<file path="src/logic/vecr_pkg.sv">
package vecr_pkg;
  localparam logic [11:0] VECR_OFF_MODE0 = 12'h000;
  localparam logic [11:0] VECR_OFF_MODE2 = 12'h004;
  localparam logic [11:0] VECR_OFF_CCEN = 12'h008;
  localparam logic [11:0] VECR_OFF_CC0 = 12'h00C;
  localparam logic [11:0] VECR_OFF_CC1 = 12'h010;
  localparam logic [11:0] VECR_OFF_CC2 = 12'h014;
  localparam logic [11:0] VECR_OFF_CC3 = 12'h018;
  localparam logic [11:0] VECR_OFF_MODE1 = 12'h01C;
  localparam logic [11:0] VECR_OFF_DACEN = 12'h020;
  localparam logic [11:0] VECR_OFF_RGBST = 12'h024;
  localparam logic [11:0] VECR_OFF_RGBEND = 12'h028;
  localparam logic [11:0] VECR_OFF_DACSEL = 12'h02C;
  localparam logic [11:0] VECR_OFF_STATUS = 12'h11C;
  localparam logic [11:0] VECR_OFF_ATTR0 = 12'h120;
  localparam logic [11:0] VECR_OFF_ATTR1 = 12'h124;
  localparam logic [11:0] VECR_OFF_ATTR2 = 12'h128;
  localparam logic [11:0] VECR_OFF_HOFS = 12'h130;
  localparam logic [7:0] VECR_RST_MODE0 = 8'h00;
  localparam logic [6:0] VECR_RST_MODE2 = 7'h00;
  localparam logic [7:0] VECR_RST_MODE1 = 8'h08;
  localparam logic [3:0] VECR_RST_DACEN = 4'h0;
  localparam logic [4:0] VECR_RST_RGBST = 5'h08;
  localparam logic [4:0] VECR_RST_RGBEND = 5'h1B;
  localparam logic [5:0] VECR_RST_HOFS = 6'h00;
  localparam int VECR_BIT_BLANK = 7;
  localparam int VECR_BIT_FILT = 4;
  localparam int VECR_BIT_BARHI = 3;
  localparam int VECR_BIT_BARLO = 2;
  localparam int VECR_BIT_MONO = 6;
  localparam int VECR_BIT_SYNCSRC = 5;
  localparam int VECR_BIT_STDHI = 4;
  localparam int VECR_BIT_STDLO = 3;
  localparam int VECR_BIT_BURST = 2;
  localparam int VECR_BIT_SYNCDIR = 1;
  localparam int VECR_BIT_SETUP = 0;
  localparam int VECR_BIT_MUX = 2;
  localparam int VECR_BIT_ATTREN = 7;
  localparam logic [1:0] VECR_STD_525 = 2'b00;
  localparam logic [1:0] VECR_STD_625 = 2'b01;
  localparam logic [1:0] VECR_HTRANS_NONSEQ = 2'b10;
  localparam logic [9:0] VECR_CC_LINE = 10'd21;
  localparam logic [9:0] VECR_TD_BASE = 10'd82;

  typedef enum logic [2:0] {
    VECR_BARS_OFF = 3'b001,
    VECR_BARS_75 = 3'b010,
    VECR_BARS_FULL = 3'b100
  } vecr_bars_e;

  typedef struct packed {
    logic force_blanking;
    logic chroma_filter_wide;
    vecr_bars_e bars;
    logic bars_full_is_95;
    logic monochrome;
    logic sync_source_select;
    logic [1:0] standard;
    logic burst_suppress;
    logic sync_pin_direction;
    logic setup_75;
    logic [3:0] dac_enable;
    logic dac_mux_select;
    logic [1:0] ycbcr_phase;
    logic [4:0] rgb_start;
    logic [4:0] rgb_end;
    logic attribute_insert_enable;
    logic [21:0] attribute_word;
    logic [9:0] active_delay;
  } vecr_ctrl_s;

  typedef struct packed {
    logic [7:0] char0;
    logic [7:0] char1;
    logic enable;
  } vecr_caption_s;
endpackage

</file>
<file path="src/logic/vecr_regs.sv">
// The AHB-Lite slave port is this design's own decision.
`timescale 1ns/1ps
module vecr_regs
  import vecr_pkg::*;
(
  // Clock and reset.
  input wire logic i_sys_clk,
  input wire logic i_rst_n,
  // AHB-Lite slave.
  input wire logic i_hsel,
  input wire logic [31:0] i_haddr,
  input wire logic [1:0] i_htrans,
  input wire logic i_hwrite,
  input wire logic [2:0] i_hsize,
  input wire logic [31:0] i_hwdata,
  input wire logic i_hready,
  output logic [31:0] o_hrdata,
  output logic o_hreadyout,
  output logic o_hresp,
  // Encoder timing and video decoder caption loads.
  input wire logic i_field_even,
  input wire logic i_line_blanking,
  input wire logic [9:0] i_line_number,
  input wire logic i_line_start,
  input wire logic i_vdec_cc_we,
  input wire logic [1:0] i_vdec_cc_idx,
  input wire logic [6:0] i_vdec_cc_data,
  // Sync pins.
  input wire logic i_vsync,
  input wire logic i_hsync,
  input wire logic i_int_vsync,
  input wire logic i_int_hsync,
  output logic o_vsync,
  output logic o_hsync,
  output logic o_sync_oe,
  output logic o_vsync_used,
  output logic o_hsync_used,
  // Encoder control.
  output vecr_ctrl_s o_ctrl,
  output logic [1:0] o_cc_field_enable,
  output logic [7:0] o_cc_byte [4],
  output logic [3:0] o_dac_enable
);
  logic [7:0] mode0_q;
  logic [6:0] mode2_q;
  logic [7:0] mode1_q;
  logic [1:0] ccen_q;
  logic [6:0] cc_q [4];
  logic [1:0] ccpend_q;
  logic [3:0] dacen_q;
  logic [4:0] rgbst_q;
  logic [4:0] rgbend_q;
  logic [2:0] dacsel_q;
  logic [7:0] attr0_q;
  logic [7:0] attr1_q;
  logic [7:0] attr2_q;
  logic [21:0] attr_live_q;
  logic [5:0] hofs_q;
  logic wr_pend_q;
  logic [11:0] wr_addr_q;
  logic [31:0] o_hrdata_d;
  logic [1:0] ccen_next;
  logic [3:0] cc_wr;
  logic line21_q;

  function automatic logic [7:0] odd_parity(input logic [6:0] ch);
    odd_parity = {~(^ch), ch};
  endfunction

  // Bus writes complete without wait states; reads come from flops one cycle later.
  // Only whole-word accesses are expected, so the transfer size is not decoded.
  // Address bits above the register window are ignored and alias onto it.
  wire take = i_hsel && i_hready && i_htrans == VECR_HTRANS_NONSEQ;
  assign o_hreadyout = 1'b1;
  assign o_hresp = 1'b0;
  wire wr_now = wr_pend_q;

  always_ff @(posedge i_sys_clk) begin
    if (!i_rst_n) begin
      wr_pend_q <= 1'b0;
      wr_addr_q <= 12'h000;
    end else begin
      wr_pend_q <= take && i_hwrite;
      wr_addr_q <= i_haddr[11:0];
    end
  end

  function automatic logic hit(input logic [11:0] off);
    hit = wr_now && wr_addr_q == off;
  endfunction

  always_ff @(posedge i_sys_clk) begin
    if (!i_rst_n) begin
      mode0_q <= VECR_RST_MODE0;
      mode2_q <= VECR_RST_MODE2;
      mode1_q <= VECR_RST_MODE1;
      dacen_q <= VECR_RST_DACEN;
      rgbst_q <= VECR_RST_RGBST;
      rgbend_q <= VECR_RST_RGBEND;
      dacsel_q <= 3'h0;
      hofs_q <= VECR_RST_HOFS;
    end else begin
      if (hit(VECR_OFF_MODE0)) mode0_q <= i_hwdata[7:0] & 8'h9C;
      if (hit(VECR_OFF_MODE2)) mode2_q <= i_hwdata[6:0] & 7'h4C;
      if (hit(VECR_OFF_MODE1)) mode1_q <= i_hwdata[7:0] & 8'hBF;
      if (hit(VECR_OFF_DACEN)) dacen_q <= i_hwdata[3:0];
      if (hit(VECR_OFF_RGBST)) rgbst_q <= i_hwdata[4:0];
      if (hit(VECR_OFF_RGBEND)) rgbend_q <= i_hwdata[4:0];
      if (hit(VECR_OFF_DACSEL)) dacsel_q <= i_hwdata[2:0];
      if (hit(VECR_OFF_HOFS)) hofs_q <= i_hwdata[5:0];
    end
  end

  // A write to word 2 commits the staged words 0 and 1 as one atomic attribute.
  always_ff @(posedge i_sys_clk) begin
    if (!i_rst_n) begin
      attr0_q <= 8'h00;
      attr1_q <= 8'h00;
      attr2_q <= 8'h00;
      attr_live_q <= 22'h000000;
    end else begin
      if (hit(VECR_OFF_ATTR0)) attr0_q <= i_hwdata[7:0];
      if (hit(VECR_OFF_ATTR1)) attr1_q <= i_hwdata[7:0];
      if (hit(VECR_OFF_ATTR2)) begin
        attr2_q <= i_hwdata[7:0];
        attr_live_q <= {i_hwdata[5:0], attr1_q, attr0_q};
      end
    end
  end

  always_comb begin
    ccen_next = ccen_q;
    if (hit(VECR_OFF_CCEN)) begin
      ccen_next = i_hwdata[1:0];
    end
  end

  always_comb begin
    cc_wr = 4'h0;
    if (hit(VECR_OFF_CC0)) cc_wr[0] = 1'b1;
    if (hit(VECR_OFF_CC1)) cc_wr[1] = 1'b1;
    if (hit(VECR_OFF_CC2)) cc_wr[2] = 1'b1;
    if (hit(VECR_OFF_CC3)) cc_wr[3] = 1'b1;
  end

  always_ff @(posedge i_sys_clk) begin
    if (!i_rst_n) begin
      ccen_q <= 2'b00;
      line21_q <= 1'b0;
    end else begin
      ccen_q <= ccen_next;
      line21_q <= i_line_start && i_line_number == VECR_CC_LINE;
    end
  end

  genvar gi;
  generate
    for (gi = 0; gi < 4; gi++) begin : g_cc
      // Data of a disabled field is held at zero so a stale caption never reappears.
      always_ff @(posedge i_sys_clk) begin
        if (!i_rst_n || !ccen_q[gi/2]) begin
          cc_q[gi] <= 7'h00;
        end else if (cc_wr[gi]) begin
          cc_q[gi] <= i_hwdata[6:0];
        end else if (i_vdec_cc_we && i_vdec_cc_idx == 2'(gi)) begin
          cc_q[gi] <= i_vdec_cc_data;
        end
      end
      assign o_cc_byte[gi] = ccen_q[gi/2] ? odd_parity(cc_q[gi]) : 8'h00;
    end
    for (gi = 0; gi < 2; gi++) begin : g_pend
      wire loaded = ccen_q[gi] && (cc_wr[2*gi] || cc_wr[2*gi+1] ||
        (i_vdec_cc_we && i_vdec_cc_idx[1] == 1'(gi)));
      wire line_done = line21_q && (i_field_even == 1'(gi));
      // A data load in the line 21 cycle wins so the new character is not dropped.
      always_ff @(posedge i_sys_clk) begin
        if (!i_rst_n) begin
          ccpend_q[gi] <= 1'b1;
        end else if (ccen_next[gi] && !ccen_q[gi]) begin
          ccpend_q[gi] <= 1'b0;
        end else if (!ccen_next[gi] && ccen_q[gi]) begin
          ccpend_q[gi] <= 1'b1;
        end else if (loaded) begin
          ccpend_q[gi] <= 1'b1;
        end else if (line_done) begin
          ccpend_q[gi] <= 1'b0;
        end
      end
    end
  endgenerate

  always_comb begin
    o_hrdata_d = 32'h00000000;
    if (i_haddr[11:0] == VECR_OFF_MODE0) begin
      o_hrdata_d[7:0] = mode0_q;
    end else if (i_haddr[11:0] == VECR_OFF_MODE2) begin
      o_hrdata_d[6:0] = mode2_q;
    end else if (i_haddr[11:0] == VECR_OFF_CCEN) begin
      o_hrdata_d[1:0] = ccen_q;
    end else if (i_haddr[11:0] == VECR_OFF_CC0) begin
      o_hrdata_d[6:0] = cc_q[0];
    end else if (i_haddr[11:0] == VECR_OFF_CC1) begin
      o_hrdata_d[6:0] = cc_q[1];
    end else if (i_haddr[11:0] == VECR_OFF_CC2) begin
      o_hrdata_d[6:0] = cc_q[2];
    end else if (i_haddr[11:0] == VECR_OFF_CC3) begin
      o_hrdata_d[6:0] = cc_q[3];
    end else if (i_haddr[11:0] == VECR_OFF_MODE1) begin
      o_hrdata_d[7:0] = mode1_q;
    end else if (i_haddr[11:0] == VECR_OFF_DACEN) begin
      o_hrdata_d[3:0] = dacen_q;
    end else if (i_haddr[11:0] == VECR_OFF_RGBST) begin
      o_hrdata_d[4:0] = rgbst_q;
    end else if (i_haddr[11:0] == VECR_OFF_RGBEND) begin
      o_hrdata_d[4:0] = rgbend_q;
    end else if (i_haddr[11:0] == VECR_OFF_DACSEL) begin
      o_hrdata_d[2:0] = dacsel_q;
    end else if (i_haddr[11:0] == VECR_OFF_STATUS) begin
      o_hrdata_d[3:0] = {i_field_even, i_line_blanking, ccpend_q};
    end else if (i_haddr[11:0] == VECR_OFF_ATTR0) begin
      o_hrdata_d[7:0] = attr0_q;
    end else if (i_haddr[11:0] == VECR_OFF_ATTR1) begin
      o_hrdata_d[7:0] = attr1_q;
    end else if (i_haddr[11:0] == VECR_OFF_ATTR2) begin
      o_hrdata_d[7:0] = attr2_q;
    end else if (i_haddr[11:0] == VECR_OFF_HOFS) begin
      o_hrdata_d[5:0] = hofs_q;
    end
  end

  always_ff @(posedge i_sys_clk) begin
    if (!i_rst_n) begin
      o_hrdata <= 32'h00000000;
    end else if (take && !i_hwrite) begin
      o_hrdata <= o_hrdata_d;
    end
  end

  always_comb begin
    o_ctrl.force_blanking = mode0_q[VECR_BIT_BLANK];
    o_ctrl.chroma_filter_wide = mode0_q[VECR_BIT_FILT];
    if (!mode0_q[VECR_BIT_BARHI]) begin
      o_ctrl.bars = VECR_BARS_OFF;
    end else if (!mode0_q[VECR_BIT_BARLO]) begin
      o_ctrl.bars = VECR_BARS_75;
    end else begin
      o_ctrl.bars = VECR_BARS_FULL;
    end
    o_ctrl.bars_full_is_95 = mode1_q[VECR_BIT_STDHI:VECR_BIT_STDLO] != VECR_STD_525;
    o_ctrl.monochrome = mode2_q[VECR_BIT_MONO];
    o_ctrl.sync_source_select = mode1_q[VECR_BIT_SYNCSRC];
    o_ctrl.standard = mode1_q[VECR_BIT_STDHI:VECR_BIT_STDLO];
    o_ctrl.burst_suppress = mode1_q[VECR_BIT_BURST];
    o_ctrl.sync_pin_direction = mode1_q[VECR_BIT_SYNCDIR];
    o_ctrl.setup_75 = mode1_q[VECR_BIT_SETUP] && mode1_q[VECR_BIT_STDHI:VECR_BIT_STDLO] == VECR_STD_525;
    o_ctrl.dac_enable = dacen_q;
    o_ctrl.dac_mux_select = dacsel_q[VECR_BIT_MUX];
    o_ctrl.ycbcr_phase = dacsel_q[1:0];
    o_ctrl.rgb_start = rgbst_q;
    o_ctrl.rgb_end = rgbend_q;
    o_ctrl.attribute_insert_enable = attr2_q[VECR_BIT_ATTREN];
    o_ctrl.attribute_word = attr_live_q;
    o_ctrl.active_delay = VECR_TD_BASE + 10'(hofs_q);
  end

  assign o_cc_field_enable = ccen_q;
  assign o_dac_enable = dacen_q;
  assign o_sync_oe = !mode1_q[VECR_BIT_SYNCDIR];
  assign o_vsync = i_int_vsync;
  assign o_hsync = i_int_hsync;
  assign o_vsync_used = o_sync_oe ? i_int_vsync : i_vsync;
  assign o_hsync_used = o_sync_oe ? i_int_hsync : i_hsync;
endmodule

</file>
<file path="config.mk">
export PLATFORM = sky130hd
export DESIGN_NAME = vecr_regs
export DESIGN_NICKNAME = d
export VERILOG_FILES = /design/src/logic/vecr_pkg.sv /design/src/logic/vecr_regs.sv
export SDC_FILE = /design/constraint.sdc
export NUM_CORES = 1
export LEC_CHECK = 0
export BUFFER_PORTS_ARGS = -buffer_cell sky130_fd_sc_hd__buf_2
export CAP_MARGIN = 15
export CORE_MARGIN = 2
export CORE_UTILIZATION = 52
export DETAILED_ROUTE_END_ITERATION = 6
export PLACE_DENSITY = 0.88
export SKIP_LAST_GASP = 1
export SLEW_MARGIN = 20
export SYNTH_ARGS = -nofsm -noshare
export SYNTH_HDL_FRONTEND = slang
export SYNTH_SLANG_ARGS = --single-unit
export TNS_END_PERCENT = 30
</file>
<file path="constraint.sdc">
create_clock -name i_sys_clk -period 3.4 [get_ports i_sys_clk]
set_clock_uncertainty 0.1 [all_clocks]
set_input_delay 0.34 -clock i_sys_clk [delete_from_list [all_inputs] [get_ports i_sys_clk]]
set_output_delay 0.34 -clock i_sys_clk [all_outputs]
set_load 0.01 [all_outputs]
</file>
==> results of run 1 <==
==> report_power, final <==
part	total [mW]	switching (mW)	leakage, nW	internal, mW
clock	1.83	0.700	0.292	1.13
sequential	1.60	0.00799	1.18	1.59
combinational	0.261	0.180	2.23	0.0814
total	3.69	0.888	3.71	2.80
==> area by class of cell <==
type,instances,area share (%)
Inverter,18,0.759
Sequential cell,131,32.6
Clock buffer,23,5.72
Antenna cell,1,0.0281
Timing Repair Buffer,185,11.1
Multi-Input combinational cell,643,46.2
Tap cell,184,2.59
Clock inverter,9,1.01
==> per-layer routing <==
| metal | wire, um | part of all wire [%] | track usage (%) | vias up |
|---|---|---|---|---|
| li1 | - | - | - | 3262 |
| met1 | 9530 | 38 | 39.9 | 3484 |
| met2 | 11200 | 45 | 49.0 | 561 |
| met3 | 3020 | 12 | 8.72 | 112 |
| met4 | 1110 | 4.5 | 14.4 | 0 |
| met5 | 0 | 0 | 0 | - |
==> sequential cells by signal, indices dropped and copies added (netlist names), 2 cells and up <==
name / count
rgbend_q: 5
mode2_q: 3
wr_addr_q: 12
attr0_q: 8
dacsel_q: 3
attr2_q: 8
hofs_q: 6
o_hrdata: 8
o_dac_enable: 4
ccpend_q: 2
o_cc_field_enable: 2
attr1_q: 8
mode1_q: 7
rgbst_q: 5
mode0_q: 4
attr_live_q: 16
cc_q: 28
==> stage by stage <==
stage | area (um2) | total power [mW]
after floorplan | 7670 | 1.79
after global placement | 8290 | 1.87
after detailed placement | 8290 | 1.88
after CTS | 8890 | 3.69
after global routing | 8890 | 3.77
final | 8900 | 3.69
==> critical path: stages (launching register included) <==
cell      delay (ns)
dfxtp_1         0.30
or4_4           0.56
nor4b_2         0.50
nand2_1         0.20
mux2i_1         0.39
inv_1           0.10
ha_1            0.30
nand2_1         0.05
a21boi_0        0.18
o211ai_1        0.11
==> placed cells by master (no fill, tap or decap), drive strengths merged, types with 10 or more instances in the layout <==
cell / Yosys / layout
xnor2: 18 / 18
dfxtp: 103 / 103
mux2i: 54 / 54
nor2b: 45 / 45
buf: 61 / 185
edfxtp: 28 / 28
nor3: 16 / 16
a21oi: 24 / 24
a21boi: 39 / 39
conb: 2 / 28
o21ai: 37 / 37
nand2: 109 / 109
inv: 16 / 20
clkbuf: 41 / 23
nand2b: 10 / 10
and2: 42 / 42
nand3: 20 / 20
nor2: 47 / 47
a22o: 25 / 25
==> logic make-up after synthesis <==
group	after synthesis	synth area share [%]
muxes	56	7.44
other	2	0.0992
and+or+nand+nor	335	23.5
buffers and inverters	120	8.75
adders and majority gates	5	0.827
AOI/OAI and AO/OA	192	17.9
DFF	131	38.4
xor gates and xnor gates	27	3.12
==> final timing paths <==
path,startpoint,to,slack (ns),cells past startpoint
setup reg to reg,wr_addr_q[7]$_SDFF_PN0_,ccpend_q[1]$_SDFFE_PN1P_,0.45,9
hold reg to reg,attr_live_q[5]$_SDFFE_PN0P_,attr_live_q[5]$_SDFFE_PN0P_,0.35,2
hold / removal,i_line_number[8],line21_q$_SDFF_PN0_,0.06,3
setup / recovery,wr_addr_q[7]$_SDFF_PN0_,ccpend_q[1]$_SDFFE_PN1P_,0.45,9
==> impl_metrics.toml, run 1 <==
[sta]
finalSetupViolations = 0
worst_slew_pin_slew_ns = 0.956
setup_slack_ns = 0.454
slew_viol_final = 0
hold_viol_final = 0
period_share_pct = 86.7
max_freq_mhz = 339
tns_ns = 0
layout_min_cycle_time_ns = 2.95
hold_ws_ns = 0.0552
rsz0062_at_grt = "no"
relSlewSlack_pct = 36.2

[cts]
cts_resized = 0
cts.sinks = 131
cts_tree = "built"
clockBufferDepth = 2
root_buffer = "clkbuf_16"
ctsHtreeMaxLevel = 4
cts_buffers = 17
post_cts_buffers = 0
cts_hold_buf = 0
clock_latency_ns = 0.42
clk_pin_slew_worst_paths_ns = 0.06

[drt]
via_count = 7419
antenna_left = 0
wl_per_cell_um = 20.9
first_pass_iters = 6
wirelength_um = 24900
first_iter_violations = 901
remaining_drc_errors = 0
via_per_inst = 6.21

[synthesis]
synth_edf_count = 28
syn_inst = 868
post-synth-top-count-cell = "nand2_1"
synth_cell_types = 74
synthFlopType = "dfxtp_1"
synth-seq-cells = 131
synth_top_area_cell = "dfxtp_1"
async_flop_share_pct = 0
synth_top_area_share_pct = 27.2
synthesis.area_um2 = 7570
synth.area.top_cells = "dfxtp_1 27%, edfxtp_1 11%, mux2i_1 7.1%"
synth.top_cells.by_count = "109 x nand2_1, 103 x dfxtp_1, 54 x mux2i_1"
ys_seq_area_share_pct = 38.4
syn_avg_cell_area_um2 = 8.72
ys_warn_count = 0

[floorplan]
rows = 44
core-area_um2 = 14400
io_pins = 241
start_util_pct = 52.7
fp.dieH_um = 125
die_x_um = 125
die-area_um2 = 15500

[critical_path]
cp-end-kind = "register"
crit_path_start_kind = "register"
required_ns = 3.56
arrival_ns = 3.10
critPathMaxFanout = 4
worstSetupPathType = "reg2reg"

[global_route]
first_global_vias = 6859
grt_start_max_net_pins = 82
grt_usage_pct = 31.2
grt_pass1_wl_um = 37900
antenna_found_initial = 1
gr-total-overflow = 0

[layout]
fin_util_pct = 61.9
multi_input_area_um2 = 4110
layout-area-overhead-vs-synth_pct = 17.6
instances_no_fill = 1194
nNetsFinal = 1102
layout-drive-gt1-share_pct = 23.2
nFillCells = 1211
ff_latch_area_um2 = 2900

[placed_design]
place.gp.congestion = 0.998
dp.cells = 1161
hpwl_um = 17800
pre_cts_ws_ns = 0.593
port_buffers = 165

[outcome]
status = "completed"

[job]
maxCapViolCount = 0

[power_and_ir_drop]
vdd_drop_max_uv = 350
power_density_nw_per_um2 = 415
leakagePower_nw = 3.71

[worst_hold_path]
hold_class = "in2reg"
(Power assumes the default switching activity.)
==> run 2, diff against run 1 <==
PLACE_DENSITY = 0.81   (was 0.88)
==> run 2 against run 1 <==
  * Maximum frequency is 0.71% lower
  * Clock power barely moved
  * Non-clock buffer count is 5 higher
  * Die area unchanged
==> impl_metrics.toml, run 2 (synthesis results as in run 1) <==
[global_route]
grt_pass1_wl_um = 37000
gr-total-overflow = 0
antenna_found_initial = 0
first_global_vias = 6816
grt_start_max_net_pins = 74
grt_usage_pct = 30.7

[sta]
max_freq_mhz = 337
relSlewSlack_pct = 41.6
layout_min_cycle_time_ns = 2.97
period_share_pct = 87.3
slew_viol_final = 0
worst_slew_pin_slew_ns = 0.877
hold_viol_final = 0
tns_ns = 0
hold_ws_ns = 0.0433
rsz0062_at_grt = "no"
finalSetupViolations = 0

[cts]
cts_tree = "built"
post_cts_buffers = 0
cts_resized = 0
clk_pin_slew_worst_paths_ns = 0.06
clockBufferDepth = 2
ctsHtreeMaxLevel = 4
cts_hold_buf = 0
root_buffer = "clkbuf_16"
cts.sinks = 131
cts_buffers = 17
clock_latency_ns = 0.43

[critical_path]
path_cells = "or4_4 > nor4b_2 > nand2_1 > mux2i_1 > inv_1 > ha_1 > o21ai_0 > a21oi_1 > o221ai_1"
cp-end-kind = "register"
critPathBufInv = 1
cp_slowest_cell = "or4_4"
crit_path_max_incr_delay_ns = 0.57
required_ns = 3.58
crit_path_start_kind = "register"
arrival_ns = 3.15
worstSetupPathType = "reg2reg"
critPathMaxFanout = 4
path_delay_family = "simple AND/OR/NAND/NOR gates"

[drt]
remaining_drc_errors = 0
first_pass_iters = 6
antenna_left = 0
first_iter_violations = 899
wirelength_um = 24300
via_per_inst = 6.09
via_count = 7291
wl_per_cell_um = 20.3

[worst_hold_path]
hold_class = "in2reg"

[layout]
largest_register_ffs = 28
top_regs = "cc_q (28), attr_live_q (16), wr_addr_q (12)"
antenna_cells = 0
largest-register = "cc_q"
nFillCells = 1244
ff_latch_area_um2 = 2900
layout-drive-gt1-share_pct = 23.7
multi_input_area_um2 = 4110
final_cell_mix = "165 x buf_2, 109 x nand2_1, 103 x dfxtp_1"
layout-area-overhead-vs-synth_pct = 18.0
nNetsFinal = 1107
layout_commonest_cell = "buf_2"
instances_no_fill = 1198
final_cell_area_um2 = 8930

[outcome]
status = "completed"

[power_and_ir_drop]
vdd_drop_max_uv = 315
power_density_nw_per_um2 = 416
leakagePower_nw = 3.73

[floorplan]
fp.dieH_um = 125
start_util_pct = 52.7
rows = 44
io_pins = 241
die-area_um2 = 15500
die_x_um = 125
core-area_um2 = 14400

[placed_design]
place.gp.congestion = 1.00
detailed_place.area_um2 = 8320
hpwl_um = 17500
dp.cells = 1166
port_buffers = 165

[job]
maxCapViolCount = 0
## run 2: changes by cell type in the layout (fill, tap and decap cells not counted), sizes merged
cell    before  now
inv         20   18
buf        185  190
diode        1    0
clkbuf      23   22
clkinv       4    7
## run 2: stage by stage
step	setup slack, ns	power [mW]	utilization [%]
after global placement	0.667	1.88	57.9
after CTS	0.511	3.70	62.1
after detailed placement	0.533	1.88	57.9
final	0.433	3.71	62.1
after floorplan	0.922	1.79	-
after global routing	0.327	3.80	62.1
## run 2: layer usage
| layer | global-route usage [%] | wire length, um |
|---|---|---|
| met1 | 41.6 | 9790 |
| met3 | 6.57 | 2740 |
| met2 | 47.2 | 10800 |
| met5 | 0 | 0 |
| met4 | 13.6 | 985 |
## run 2: cell type report
class                           count  share of cell area, %
Multi-Input combinational cell    643                   46.0
Tap cell                          184                   2.58
Clock buffer                       22                   5.79
Sequential cell                   131                   32.5
Timing Repair Buffer              190                   11.3
Inverter                           18                  0.757
Clock inverter                     10                   1.04
## run 2: path summary, 6_finish.rpt
check | slack [ns] | to | cells after the start | startpoint
worst min register to register | 0.35 | attr_live_q[4]$_SDFFE_PN0P_ | 2 | attr_live_q[4]$_SDFFE_PN0P_
worst max-delay path | 0.43 | ccpend_q[0]$_SDFFE_PN1P_ | 9 | wr_addr_q[7]$_SDFF_PN0_
worst max register to register | 0.43 | ccpend_q[0]$_SDFFE_PN1P_ | 9 | wr_addr_q[7]$_SDFF_PN0_
worst min-delay path | 0.04 | line21_q$_SDFF_PN0_ | 3 | i_line_number[8]
## run 2: where the power goes
group          internal (mW)  leakage, nW  switching [mW]
sequential              1.59         1.18         0.00908
clock                   1.15        0.299           0.705
combinational         0.0828         2.25           0.177
## run 2: tightest hold or removal path, cell delays in order
cell and delay [ns]:
buf_2 0.07, or4_1 0.08, nor3_1 0.04
